$ cat config.mk
export PLATFORM = sky130hd
export DESIGN_NAME = homing_method_configuration
export DESIGN_NICKNAME = d
export VERILOG_FILES = /design/src/include/homing_cfg_pkg.sv /design/src/homing_method_configuration.sv
export SDC_FILE = /design/constraint.sdc
export NUM_CORES = 1
export LEC_CHECK = 0
export CAP_MARGIN = 20
export CORE_UTILIZATION = 40
export CTS_CLUSTER_DIAMETER = 120
export CTS_CLUSTER_SIZE = 14
export DETAILED_ROUTE_END_ITERATION = 8
export DONT_BUFFER_PORTS = 1
export HOLD_SLACK_MARGIN = 0.08
export PLACE_DENSITY = 0.63
export SYNTH_ARGS = -nofsm -noshare
export SYNTH_HDL_FRONTEND = slang
export SYNTH_SLANG_ARGS = --single-unit
$ cat constraint.sdc
create_clock -name clk_sys -period 3.9 [get_ports clk_sys]
set_input_delay 0 -clock clk_sys [delete_from_list [all_inputs] [get_ports clk_sys]]
set_output_delay 0 -clock clk_sys [all_outputs]
set_load 0.01 [all_outputs]
$ cat src/include/homing_cfg_pkg.sv
// package: constants, register map and carrier types for homing configuration
// Function
// - 16-bit method selector, codes 1..35, default 18
// - methods 1,2,17,18 home onto limit switches
// - ref+ searches start positive, ref- negative
// - inverting variants reverse direction in switch
// - outside/inside places reference beyond or within switch
// - 31/34 index only; 35 sets dimensions
// - reference switch polarity configurable, no disable
// - reference evaluation 1..2, default 1 closed
// - reference switch honoured only during reference movement
// - limit evaluation 0 off, 1 closed, 2 open
// - search speed 1..13200, default 60, clipped
// - release speed 1..3000, default 6, clipped
package homing_cfg_pkg;

    // ************************************************************
    // register map
    // ************************************************************
    localparam logic [15:0] ADDR_REF_POL = 16'h061c;
    localparam logic [15:0] ADDR_NEGATIVE_LIMIT_SWITCH_POL = 16'h061e;
    localparam logic [15:0] ADDR_POSITIVE_LIMIT_SWITCH_POL = 16'h0620;
    localparam logic [15:0] ADDR_METHOD = 16'h1b18;
    localparam logic [15:0] ADDR_SEARCH = 16'h2808;
    localparam logic [15:0] ADDR_RELEASE = 16'h280a;

    // ************************************************************
    // reset values and limits
    // ************************************************************
    localparam logic [15:0] RST_REF_POL = 16'h0001;
    localparam logic [15:0] RST_LIM_POL = 16'h0001;
    localparam logic [15:0] RST_METHOD = 16'h0012;
    localparam logic [15:0] RST_SEARCH = 16'h003c;
    localparam logic [15:0] RST_RELEASE = 16'h0006;
    localparam logic [15:0] METHOD_MIN = 16'h0001;
    localparam logic [15:0] METHOD_MAX = 16'h0023;
    localparam logic [15:0] REF_POL_MIN = 16'h0001;
    localparam logic [15:0] REF_POL_MAX = 16'h0002;
    localparam logic [15:0] LIM_POL_MAX = 16'h0002;
    localparam logic [15:0] SEARCH_MIN = 16'h0001;
    localparam logic [15:0] SEARCH_MAX = 16'h3390;
    localparam logic [15:0] RELEASE_MIN = 16'h0001;
    localparam logic [15:0] RELEASE_MAX = 16'h0bb8;
    localparam logic [15:0] EVAL_OFF = 16'h0000;
    localparam logic [15:0] EVAL_CLOSED = 16'h0001;
    localparam int CTRL_START_BIT = 4;

    // ************************************************************
    // carrier types
    // ************************************************************
    typedef enum logic [2:0] {
        TGT_NEG_LIMIT, TGT_POS_LIMIT, TGT_REF_SWITCH, TGT_INDEX_ONLY, TGT_SET_DIM
    } target_t;

    typedef struct packed {
        logic [15:0] addr;
        logic [15:0] wdata;
        logic wr;
        logic rd;
    } reg_req_t;

    typedef struct packed {
        target_t target;
        logic start_positive;
        logic invert_in_switch;
        logic outside;
        logic use_index;
    } method_t;

    typedef struct packed {
        logic ref_active;
        logic neg_limit_active;
        logic pos_limit_active;
    } switches_t;

endpackage

$ cat src/homing_method_configuration.sv
// homing configuration: parameter registers, method decode, switch qualify, speed clip
`timescale 1ns/1ps
module homing_method_configuration (
    input wire logic clk_sys,
    input wire logic rst,
    input wire logic clk_en,
    input wire homing_cfg_pkg::reg_req_t req,
    output logic [15:0] rdata,
    output logic rvalid,
    output logic ack,
    output logic err,
    input wire logic [15:0] drive_control_word,
    input wire logic [15:0] max_ramp_speed,
    input wire logic reference_switch,
    input wire logic negative_limit_switch,
    input wire logic positive_limit_switch,
    input wire logic ref_move_active,
    output homing_cfg_pkg::method_t method,
    output homing_cfg_pkg::switches_t switches,
    output logic homing_start,
    output logic [15:0] search_speed_applied,
    output logic [15:0] release_speed_applied
);

    // ************************************************************
    // registers
    // ************************************************************
    logic [15:0] reference_switch_polarity, next_reference_switch_polarity;
    logic [15:0] negative_limit_polarity, next_negative_limit_polarity;
    logic [15:0] positive_limit_polarity, next_positive_limit_polarity;
    logic [15:0] homing_method_select, next_homing_method_select;
    logic [15:0] search_speed, next_search_speed;
    logic [15:0] release_speed, next_release_speed;
    logic [15:0] next_rdata;
    logic next_rvalid, next_ack, next_err;
    logic hit;

    // write decode with range check; out-of-range values refused
    always_comb begin
        next_reference_switch_polarity = reference_switch_polarity;
        next_negative_limit_polarity = negative_limit_polarity;
        next_positive_limit_polarity = positive_limit_polarity;
        next_homing_method_select = homing_method_select;
        next_search_speed = search_speed;
        next_release_speed = release_speed;
        next_rdata = 16'h0000;
        next_rvalid = 1'b0;
        next_ack = 1'b0;
        next_err = 1'b0;
        hit = 1'b1;
        if (req.addr == homing_cfg_pkg::ADDR_REF_POL) begin
            next_rdata = reference_switch_polarity;
            if (req.wr && req.wdata >= homing_cfg_pkg::REF_POL_MIN &&
                req.wdata <= homing_cfg_pkg::REF_POL_MAX) begin
                next_reference_switch_polarity = req.wdata;
            end else if (req.wr) begin
                next_err = 1'b1;
            end
        end else if (req.addr == homing_cfg_pkg::ADDR_NEGATIVE_LIMIT_SWITCH_POL) begin
            next_rdata = negative_limit_polarity;
            if (req.wr && req.wdata <= homing_cfg_pkg::LIM_POL_MAX) begin
                next_negative_limit_polarity = req.wdata;
            end else if (req.wr) begin
                next_err = 1'b1;
            end
        end else if (req.addr == homing_cfg_pkg::ADDR_POSITIVE_LIMIT_SWITCH_POL) begin
            next_rdata = positive_limit_polarity;
            if (req.wr && req.wdata <= homing_cfg_pkg::LIM_POL_MAX) begin
                next_positive_limit_polarity = req.wdata;
            end else if (req.wr) begin
                next_err = 1'b1;
            end
        end else if (req.addr == homing_cfg_pkg::ADDR_METHOD) begin
            next_rdata = homing_method_select;
            if (req.wr && req.wdata >= homing_cfg_pkg::METHOD_MIN &&
                req.wdata <= homing_cfg_pkg::METHOD_MAX) begin
                next_homing_method_select = req.wdata;
            end else if (req.wr) begin
                next_err = 1'b1;
            end
        end else if (req.addr == homing_cfg_pkg::ADDR_SEARCH) begin
            next_rdata = search_speed;
            if (req.wr && req.wdata >= homing_cfg_pkg::SEARCH_MIN &&
                req.wdata <= homing_cfg_pkg::SEARCH_MAX) begin
                next_search_speed = req.wdata;
            end else if (req.wr) begin
                next_err = 1'b1;
            end
        end else if (req.addr == homing_cfg_pkg::ADDR_RELEASE) begin
            next_rdata = release_speed;
            if (req.wr && req.wdata >= homing_cfg_pkg::RELEASE_MIN &&
                req.wdata <= homing_cfg_pkg::RELEASE_MAX) begin
                next_release_speed = req.wdata;
            end else if (req.wr) begin
                next_err = 1'b1;
            end
        end else begin
            hit = 1'b0;
        end
        if (req.wr || req.rd) begin
            next_ack = 1'b1;
            next_rvalid = req.rd && !req.wr && hit;
            next_err = next_err || !hit;
        end
        if (!next_rvalid) begin
            next_rdata = 16'h0000;
        end
    end

    // register storage
    always_ff @(posedge clk_sys) begin
        if (rst) begin
            reference_switch_polarity <= homing_cfg_pkg::RST_REF_POL;
            negative_limit_polarity <= homing_cfg_pkg::RST_LIM_POL;
            positive_limit_polarity <= homing_cfg_pkg::RST_LIM_POL;
            homing_method_select <= homing_cfg_pkg::RST_METHOD;
            search_speed <= homing_cfg_pkg::RST_SEARCH;
            release_speed <= homing_cfg_pkg::RST_RELEASE;
            rdata <= 16'h0000;
            rvalid <= 1'b0;
            ack <= 1'b0;
            err <= 1'b0;
        end else if (clk_en) begin
            reference_switch_polarity <= next_reference_switch_polarity;
            negative_limit_polarity <= next_negative_limit_polarity;
            positive_limit_polarity <= next_positive_limit_polarity;
            homing_method_select <= next_homing_method_select;
            search_speed <= next_search_speed;
            release_speed <= next_release_speed;
            rdata <= next_rdata;
            rvalid <= next_rvalid;
            ack <= next_ack;
            err <= next_err;
        end
    end

    // ************************************************************
    // method decode
    // ************************************************************
    homing_cfg_pkg::method_t next_method;
    logic [15:0] ref_off;

    // ref codes 7..14 and 23..30 in groups of four per search direction
    always_comb begin
        next_method = '{target: homing_cfg_pkg::TGT_NEG_LIMIT, start_positive: 1'b0,
                        invert_in_switch: 1'b0, outside: 1'b0, use_index: 1'b0};
        ref_off = 16'h0000;
        case (homing_method_select)
            16'h0001: next_method.use_index = 1'b1;
            16'h0002: begin
                next_method.target = homing_cfg_pkg::TGT_POS_LIMIT;
                next_method.start_positive = 1'b1;
                next_method.use_index = 1'b1;
            end
            16'h0011: next_method.target = homing_cfg_pkg::TGT_NEG_LIMIT;
            16'h0012: begin
                next_method.target = homing_cfg_pkg::TGT_POS_LIMIT;
                next_method.start_positive = 1'b1;
            end
            16'h001f: begin
                next_method.target = homing_cfg_pkg::TGT_INDEX_ONLY;
                next_method.use_index = 1'b1; // index-only still hunts the pulse
            end
            16'h0022: begin
                next_method.target = homing_cfg_pkg::TGT_INDEX_ONLY;
                next_method.start_positive = 1'b1;
                next_method.use_index = 1'b1;
            end
            16'h0023: next_method.target = homing_cfg_pkg::TGT_SET_DIM;
            default: begin
                if (homing_method_select >= 16'h0007 && homing_method_select <= 16'h000e) begin
                    ref_off = homing_method_select - 16'h0007;
                    next_method.use_index = 1'b1;
                end else begin
                    ref_off = homing_method_select - 16'h0017;
                end
                next_method.target = homing_cfg_pkg::TGT_REF_SWITCH;
                next_method.start_positive = !ref_off[2];
                next_method.invert_in_switch = !ref_off[1];
                next_method.outside = (ref_off[1:0] == 2'b00) ||
                                      (ref_off[1:0] == 2'b11);
            end
        endcase
    end

    // ************************************************************
    // switch qualification, start trigger, speed clip
    // ************************************************************
    logic [2:0] sync1, sync2;
    logic [2:0] next_sync1;
    homing_cfg_pkg::switches_t next_switches;
    logic [15:0] next_search_applied, next_release_applied;
    logic next_start;

    // polarity, enable and clipping from synchronised levels
    always_comb begin
        next_sync1 = {reference_switch, negative_limit_switch, positive_limit_switch};
        next_switches.ref_active = ref_move_active &&
            (method.target == homing_cfg_pkg::TGT_REF_SWITCH) &&
            ((reference_switch_polarity == homing_cfg_pkg::EVAL_CLOSED) ?
             !sync2[2] : sync2[2]);
        next_switches.neg_limit_active =
            (negative_limit_polarity != homing_cfg_pkg::EVAL_OFF) &&
            ((negative_limit_polarity == homing_cfg_pkg::EVAL_CLOSED) ?
             !sync2[1] : sync2[1]);
        next_switches.pos_limit_active =
            (positive_limit_polarity != homing_cfg_pkg::EVAL_OFF) &&
            ((positive_limit_polarity == homing_cfg_pkg::EVAL_CLOSED) ?
             !sync2[0] : sync2[0]);
        next_search_applied = (search_speed > max_ramp_speed) ?
                              max_ramp_speed : search_speed;
        next_release_applied = (release_speed > max_ramp_speed) ?
                               max_ramp_speed : release_speed;
        next_start = drive_control_word[homing_cfg_pkg::CTRL_START_BIT];
    end

    // output registers and synchroniser
    always_ff @(posedge clk_sys) begin
        if (rst) begin
            sync1 <= 3'h0;
            sync2 <= 3'h0;
            method <= '{target: homing_cfg_pkg::TGT_POS_LIMIT, start_positive: 1'b1,
                        invert_in_switch: 1'b0, outside: 1'b0, use_index: 1'b0};
            switches <= '0;
            homing_start <= 1'b0;
            search_speed_applied <= 16'h0000;
            release_speed_applied <= 16'h0000;
        end else if (clk_en) begin
            sync1 <= next_sync1;
            sync2 <= sync1;
            method <= next_method;
            switches <= next_switches;
            homing_start <= next_start;
            search_speed_applied <= next_search_applied;
            release_speed_applied <= next_release_applied;
        end
    end

endmodule

-- Yosys cells after proc, flatten, opt, wreduce, memory -nomap -nowiden
Index checks and enable logic that the tools add are counted.
- bits in registers: 164
- input bits: 73
- output and inout bits: 62
- $add $sub $neg: 2
- muxes and demuxes: 40
- bitwise operators: 5
- magnitude comparators: 9
- eq/ne operators: 18
- reductions and logical operators: 40
- operators by type and width (cell ; count):
    16-bit two-way mux ; 9
    16-bit by 1-bit equality test with 1-bit output (second input constant) ; 4
    16-bit by 11-bit equality test with 1-bit output (second input constant) ; 3
    16-bit by 5-bit equality test with 1-bit output (second input constant) ; 3
    16-bit by 14-bit equality test with 1-bit output (second input constant) ; 2
    16-bit by 6-bit equality test with 1-bit output (second input constant) ; 2
    16-bit greater-than comparator ; 2
    16-bit nonzero test ; 2
    1-bit two-way mux ; 25
    16-bit by 13-bit equality test with 1-bit output (second input constant) ; 1
    16-bit by 2-bit equality test with 1-bit output (second input constant) ; 1
    16-bit by 1-bit >= comparator with 1-bit output (second input constant) ; 1
    16-bit by 3-bit >= comparator with 1-bit output (second input constant) ; 1
    16-bit by 12-bit less-or-equal comparator with 1-bit output (second input constant) ; 1
    16-bit by 14-bit less-or-equal comparator with 1-bit output (second input constant) ; 1
    16-bit by 2-bit less-or-equal comparator with 1-bit output (second input constant) ; 1
    16-bit by 4-bit less-or-equal comparator with 1-bit output (second input constant) ; 1
    16-bit by 6-bit less-or-equal comparator with 1-bit output (second input constant) ; 1
    1-bit logical AND ; 13
    3-bit case mux with 4 select lines ; 1
    8-bit AND reduction ; 1
    4-bit OR reduction ; 2
    1-bit logical NOT ; 7
    7-bit AND reduction ; 1
    16 further kinds ; 28

-- Logic depth before layout (Yosys ltp)
- depth in word-level cells: 12
- mapped depth: 10
- gate-level depth less buffers: 8

-- Worst setup path after synthesis
OpenSTA, ideal clock, no wires.
- kind: reg-to-reg
- start: register release_speed[5]
- end: register release_speed_applied[10]
- cell stages (with the launch flop): 9
- arrival time: 2.196 ns
- buffers on the path: 1
- slack: 1.567 ns
- setup time: 0.137 ns
- clock period less this slack: 2.333 ns
- cell sequence: dfxtp_1 ha_1 a21oi_1 o21ai_0 a221o_1 o31ai_2 buf_6 mux2i_1 a211oi_1
- cells in the longest elaborated chain, start to end: 2
- RTL lines (item ; line ; text):
    from (decl) ; homing_method_configuration.sv:33 ; logic [15:0] release_speed, next_release_speed;
    from (signal assigned) ; homing_method_configuration.sv:118 ; release_speed <= homing_cfg_pkg::RST_RELEASE;
    from (signal assigned) ; homing_method_configuration.sv:129 ; release_speed <= next_release_speed;
    16-bit greater-than comparator ; homing_method_configuration.sv:212 ; next_release_applied = (release_speed > max_ramp_speed) ?
    16-bit two-way mux ; homing_method_configuration.sv:212 ;
    to (signal assigned) ; homing_method_configuration.sv:235 ; release_speed_applied <= next_release_applied;
    to (decl) ; homing_method_configuration.sv:22 ; output logic [15:0] release_speed_applied
No other way between the ends.
A chain may end at the register's enable or synchronous reset.

-- Worst setup path after layout
- start: input port clk_en
- end: register negative_limit_polarity[0]
- cells in the longest elaborated chain, start to end: 1
- RTL lines (item ; line ; text):
    from (decl) ; homing_method_configuration.sv:6 ; input wire logic clk_en,
    4-bit AND reduction (no line) ; n/a ;
    to (signal assigned) ; homing_method_configuration.sv:114 ; negative_limit_polarity <= homing_cfg_pkg::RST_LIM_POL;
    to (signal assigned) ; homing_method_configuration.sv:125 ; negative_limit_polarity <= next_negative_limit_polarity;
    to (decl) ; homing_method_configuration.sv:29 ; logic [15:0] negative_limit_polarity, next_negative_limit_polarity;
No other way between the ends.

==> results.md <==
- After detailed routing, the average wire length per cell comes to 19.8 µm.
- Before antenna repair, the detailed router went through 5 iterations.
- The H-tree depth is 4.
- The routed layout has 6642 vias.
- Traced cell by cell, the critical path runs through dlygate4sd3_1, buf_16, nand2_1, a2111oi_4, dlygate4sd3_1, nor4b_4, dlygate4sd3_1, mux2i_1, nand2_1.
- The total of endpoints with negative setup slack in the final report is 0.
- The worst pin sits at a relative slew slack of 0.276.
- The largest vdd supply drop is 0.303 mV.
- The clock root buffer is sky130_fd_sc_hd__clkbuf_16.
- The number of antenna violations at the first check in global routing was 0.
- The ratio of final minimum period to clock period is 0.807.
- The estimated wirelength of the detail-placed design is 16100 µm.
- The diode insertion count for antenna repair is 0.
- Synthesis inferred 164 register bits.
- The die area is 0.0205 mm².
- Measured along the y axis, the die boundary spans 143 µm.
- For this run, the number of Yosys warnings is 0.
- The endpoint identified for the worst register-to-register timing path is release_speed_applied[10].
- The final critical-path required period is 3.15 ns.
- The category of the most critical setup path is in -> reg.
- The startpoint kind of the worst setup timing path is a primary input.
- For the worst setup path, the data required time is 4.21 ns.
- Yosys mapped a number of flops with a built-in enable equal to 0.
- Of all flip-flops after synthesis, the portion carrying an async set or reset was 0.
- The final worst-path setup slack is 0.753 ns.
- Derived from the worst setup path, the maximum achievable clock frequency is 318 MHz.
- Of the cells placed in the final design, the portion with a size suffix greater than 1 is 0.0680.
- STA classifies the critical path endpoint as a register.
- The starting DRC count in detailed routing is 493.
- The core region is 0.0195 mm².
- The flop-to-flop setup slack is 1.32 ns.
- The number of hold violations in the final report came to 0.
- The wire length of the first global-routing pass is 36000 µm.
- The layout has 1837 filler cells.
- The number of instances resized during post-cts repair is 0.
- Setup repair after global routing left no endpoint under its margin.
- The width of the chip is 143 µm.
- The origin of the critical flop-to-flop path is release_speed[15].
- At the end of routability-driven placement, the weighted congestion stood at 0.836.
- Clock tree synthesis inserted a total of 17 buffers.
- The cell row count is 51.
- The CTS tree is done.
- The post-detailed-route via-to-cell ratio is 5.64.
- The biggest area consumer among synthesized cells is sky130_fd_sc_hd__dfxtp_1.
- The flow ran to the end, and the final reports show no timing, DRC or antenna violations.
- In this run the cell area of the synthesized design comes to 0.00796 mm².
- The critical-path maximum fanout is 89.
- The cell at the slowest stage of the critical path is sky130_fd_sc_hd__dlygate4sd3_1.
- Counting both buffers and inverters, the worst setup path holds a total of 4.
- The final number of max-transition violations came to 0.
- The clock input transition at the sequential cells of the worst setup and hold paths is 0.07 ns.
- The type of the most critical hold path is in -> reg.
- Sorting the synthesized cells by area gives the leading types as sky130_fd_sc_hd__dfxtp_1 (41%), sky130_fd_sc_hd__mux2i_1 (9.3%), sky130_fd_sc_hd__ha_1 (5.5%).
- Tracing the worst setup path back leads to its startpoint at clk_en.
- Power spread over the standard cell area amounts to 389 mW/mm².
- The area fraction of the dominant cell type after synthesis is 0.413.
- The transition time at the pin with the least slew margin is 1.08 ns.
- The analysis attributes to cell leakage a power of 3.53 nW.
- The instance count on the critical path is 9.
- The clock latency on the worst-skew pair is 0.44 ns.
- For the final database, setup skew stands at 0.00902 ns.
- The sequential area share after synthesis is 0.413.
- The number of post-CTS setup repair buffers is 0.
- The most used cell along the critical path is sky130_fd_sc_hd__dlygate4sd3_1.
- The maximum clock insertion buffer count is 2.
- For this configuration, the core starts out at a cell density of 0.409.
- The area growth from synthesis to layout is 16.4%.
- The post-cts hold buffer count is 53.
- 135 I/O pins were placed.
- Synthesis produced a netlist whose cell count is 874.
- Setup total negative slack on the finished layout was measured at 0 ns.
- For this run, design rule violations remaining after detail routing come to 0.
- The end point of the critical path is negative_limit_polarity[0].
- The count of cells along the worst register-to-register path is 8.
- On the worst path, the slowest cell contributes a delay of 0.74 ns.
- The count of distinct cell types in the synthesized netlist is 70.
- The count of antenna-violating nets left after detailed routing is 0.
- A synthesized cell averages 9.10 µm².
- At the worst endpoint, the arrival time is 3.46 ns.
- The pin count of the biggest net entering global routing is 90.
- The worst setup slack before clock tree synthesis is 1.09 ns.
- The most used flip-flop cell after synthesis is sky130_fd_sc_hd__dfxtp_1.
- The kind of cell with the highest combined delay along the critical path is buffers and inverters.
- The global-route congestion overflow total is 0.
- The via count of the first global-routing pass is 6358.
- Port buffering added 0 buffers.
- The synthesized net count is 982.
- The clock sink count is 164.
- The max-capacitance violation count is 0.
- At the end of the flow, the number of nets in the layout was 1007.
- The final wirelength is 23300 µm.
- In the global route stage, overall resource usage came out at 0.234.
where the power goes:
group / leakage [nW] / internal [W] / total, W / switching, W
clock network: 0.287 / 0.000946 / 0.00168 / 0.000731
registers: 1.33 / 0.00170 / 0.00173 / 0.0000282
logic: 1.91 / 0.0000855 / 0.000200 / 0.000115
total: 3.53 / 0.00273 / 0.00360 / 0.000873
worst min path at each step:
stage	to	from	cells past startpoint	slack, ns
5_1_grt	err	req[9]	4	0.13
3_3_place_gp	sync1[0]	rst	1	0.08
6_report	err	req[9]	4	0.11
3_5_place_dp	sync1[0]	rst	1	0.08
4_1_cts	err	req[9]	4	0.10
2_1_floorplan	search_speed[2]	req[4]	2	0.13
layer usage:
layer  GRT usage  share of wire  vias to the layer above  wire, µm
met3      0.0664          0.087                       31      2020
met2       0.360           0.44                      269     10300
met4      0.0690          0.019                        0       439
met5           0              0                        -         0
li1            -              -                     3235         -
met1       0.317           0.45                     3107     10600
area by class of cell:
| class | instances | area [µm²] | share of cell area |
|---|---|---|---|
| timing repair buffer | 60 | 618 | 0.0667 |
| multi-input combinational | 631 | 4340 | 0.469 |
| inverter | 25 | 93.8 | 0.0101 |
| tap | 265 | 332 | 0.0358 |
| clock inverter | 11 | 119 | 0.0128 |
| sequential | 164 | 3280 | 0.355 |
| clock buffer | 21 | 470 | 0.0508 |
cell families after synthesis:
logic type	count (synthesis)	share of synthesized area
muxes	74	0.0931
AOI/OAI and AO/OA	189	0.168
xor gates and xnor gates	3	0.00330
adders and majority gates	35	0.0550
DFF	164	0.413
and+or+nand+nor	330	0.225
buffers and inverters	79	0.0425
worst reg2reg max path: cells and delay by family, from the launching register on:
kind | cells | cell delay [ns]
AND/OR/NAND/NOR | 2 | 0.64
AO/OA/AOI/OAI | 3 | 0.78
buffers and inverters | 1 | 0.24
adder cells (fa/ha/maj) | 1 | 0.34
multiplexers | 1 | 0.14
flip-flops | 1 | 0.36
flip-flops by register name (all words and copies together) (netlist names):
name and cells:
ack 1, err 1, homing_method_select 16, homing_start 1
method 7, negative_limit_polarity 16, positive_limit_polarity 16, rdata 16
reference_switch_polarity 16, release_speed 16, release_speed_applied 16, rvalid 1
search_speed 16, search_speed_applied 16, switches 3, sync1 3
sync2 3
placed cells by master, fill, tap and decap left out, types with 3 or more instances in the layout:
cell type,synthesis,layout
sky130_fd_sc_hd__dlygate4sd3_1,0,51
sky130_fd_sc_hd__a21oi_1,46,46
sky130_fd_sc_hd__o211ai_1,3,3
sky130_fd_sc_hd__dfxtp_1,164,164
sky130_fd_sc_hd__o221a_2,3,3
sky130_fd_sc_hd__nor2b_1,7,7
sky130_fd_sc_hd__nand2_1,71,71
sky130_fd_sc_hd__clkinv_4,0,5
sky130_fd_sc_hd__o221ai_1,10,10
sky130_fd_sc_hd__mux2i_1,74,74
sky130_fd_sc_hd__nor2_1,87,87
sky130_fd_sc_hd__nand4_1,13,13
sky130_fd_sc_hd__a31oi_1,3,3
sky130_fd_sc_hd__a21o_1,3,3
sky130_fd_sc_hd__nor4_4,3,3
sky130_fd_sc_hd__buf_4,1,7
sky130_fd_sc_hd__nand4b_1,3,3
sky130_fd_sc_hd__nor4_1,16,16
sky130_fd_sc_hd__a211oi_1,37,37
sky130_fd_sc_hd__inv_1,24,24
sky130_fd_sc_hd__inv_6,0,3
sky130_fd_sc_hd__nor4b_2,3,3
sky130_fd_sc_hd__nand2b_1,3,3
sky130_fd_sc_hd__ha_1,35,35
sky130_fd_sc_hd__o22a_1,10,10
sky130_fd_sc_hd__and2_1,57,57
sky130_fd_sc_hd__and4_1,4,4
sky130_fd_sc_hd__a2bb2oi_1,5,5
sky130_fd_sc_hd__clkbuf_16,0,17
sky130_fd_sc_hd__o2bb2ai_1,4,4
sky130_fd_sc_hd__and4b_1,3,3
sky130_fd_sc_hd__nor3_1,10,10
sky130_fd_sc_hd__clkbuf_8,0,3
sky130_fd_sc_hd__nor3b_1,5,5
sky130_fd_sc_hd__o21ai_0,25,25
sky130_fd_sc_hd__o22ai_1,11,11
sky130_fd_sc_hd__nand3_1,30,30
Yosys cell counts (4+ instances only):
master	count
sky130_fd_sc_hd__a211oi_1	37
sky130_fd_sc_hd__a21oi_1	46
sky130_fd_sc_hd__a2bb2oi_1	5
sky130_fd_sc_hd__and2_1	57
sky130_fd_sc_hd__and4_1	4
sky130_fd_sc_hd__buf_2	6
sky130_fd_sc_hd__buf_6	4
sky130_fd_sc_hd__clkbuf_1	41
sky130_fd_sc_hd__dfxtp_1	164
sky130_fd_sc_hd__ha_1	35
sky130_fd_sc_hd__inv_1	24
sky130_fd_sc_hd__mux2i_1	74
sky130_fd_sc_hd__nand2_1	71
sky130_fd_sc_hd__nand3_1	30
sky130_fd_sc_hd__nand4_1	13
sky130_fd_sc_hd__nor2_1	87
sky130_fd_sc_hd__nor2b_1	7
sky130_fd_sc_hd__nor3_1	10
sky130_fd_sc_hd__nor3b_1	5
sky130_fd_sc_hd__nor4_1	16
sky130_fd_sc_hd__o21ai_0	25
sky130_fd_sc_hd__o221ai_1	10
sky130_fd_sc_hd__o22a_1	10
sky130_fd_sc_hd__o22ai_1	11
sky130_fd_sc_hd__o2bb2ai_1	4
stage by stage:
stage / power, W / util / cells / hold WS, ns / area, µm²
floorplan: 0.00188 / - / 874 / 0.128 / 7960
global placement: 0.00188 / 0.416 / 1092 / 0.0792 / 8110
CTS: 0.00363 / 0.476 / 1177 / 0.102 / 9260
detailed placement: 0.00188 / 0.416 / 1092 / 0.0807 / 8110
finish: 0.00360 / 0.476 / 1177 / 0.105 / 9260
global route: 0.00373 / 0.476 / 1177 / 0.129 / 9260
No activity file was read; power rests on OpenSTA's default activity.
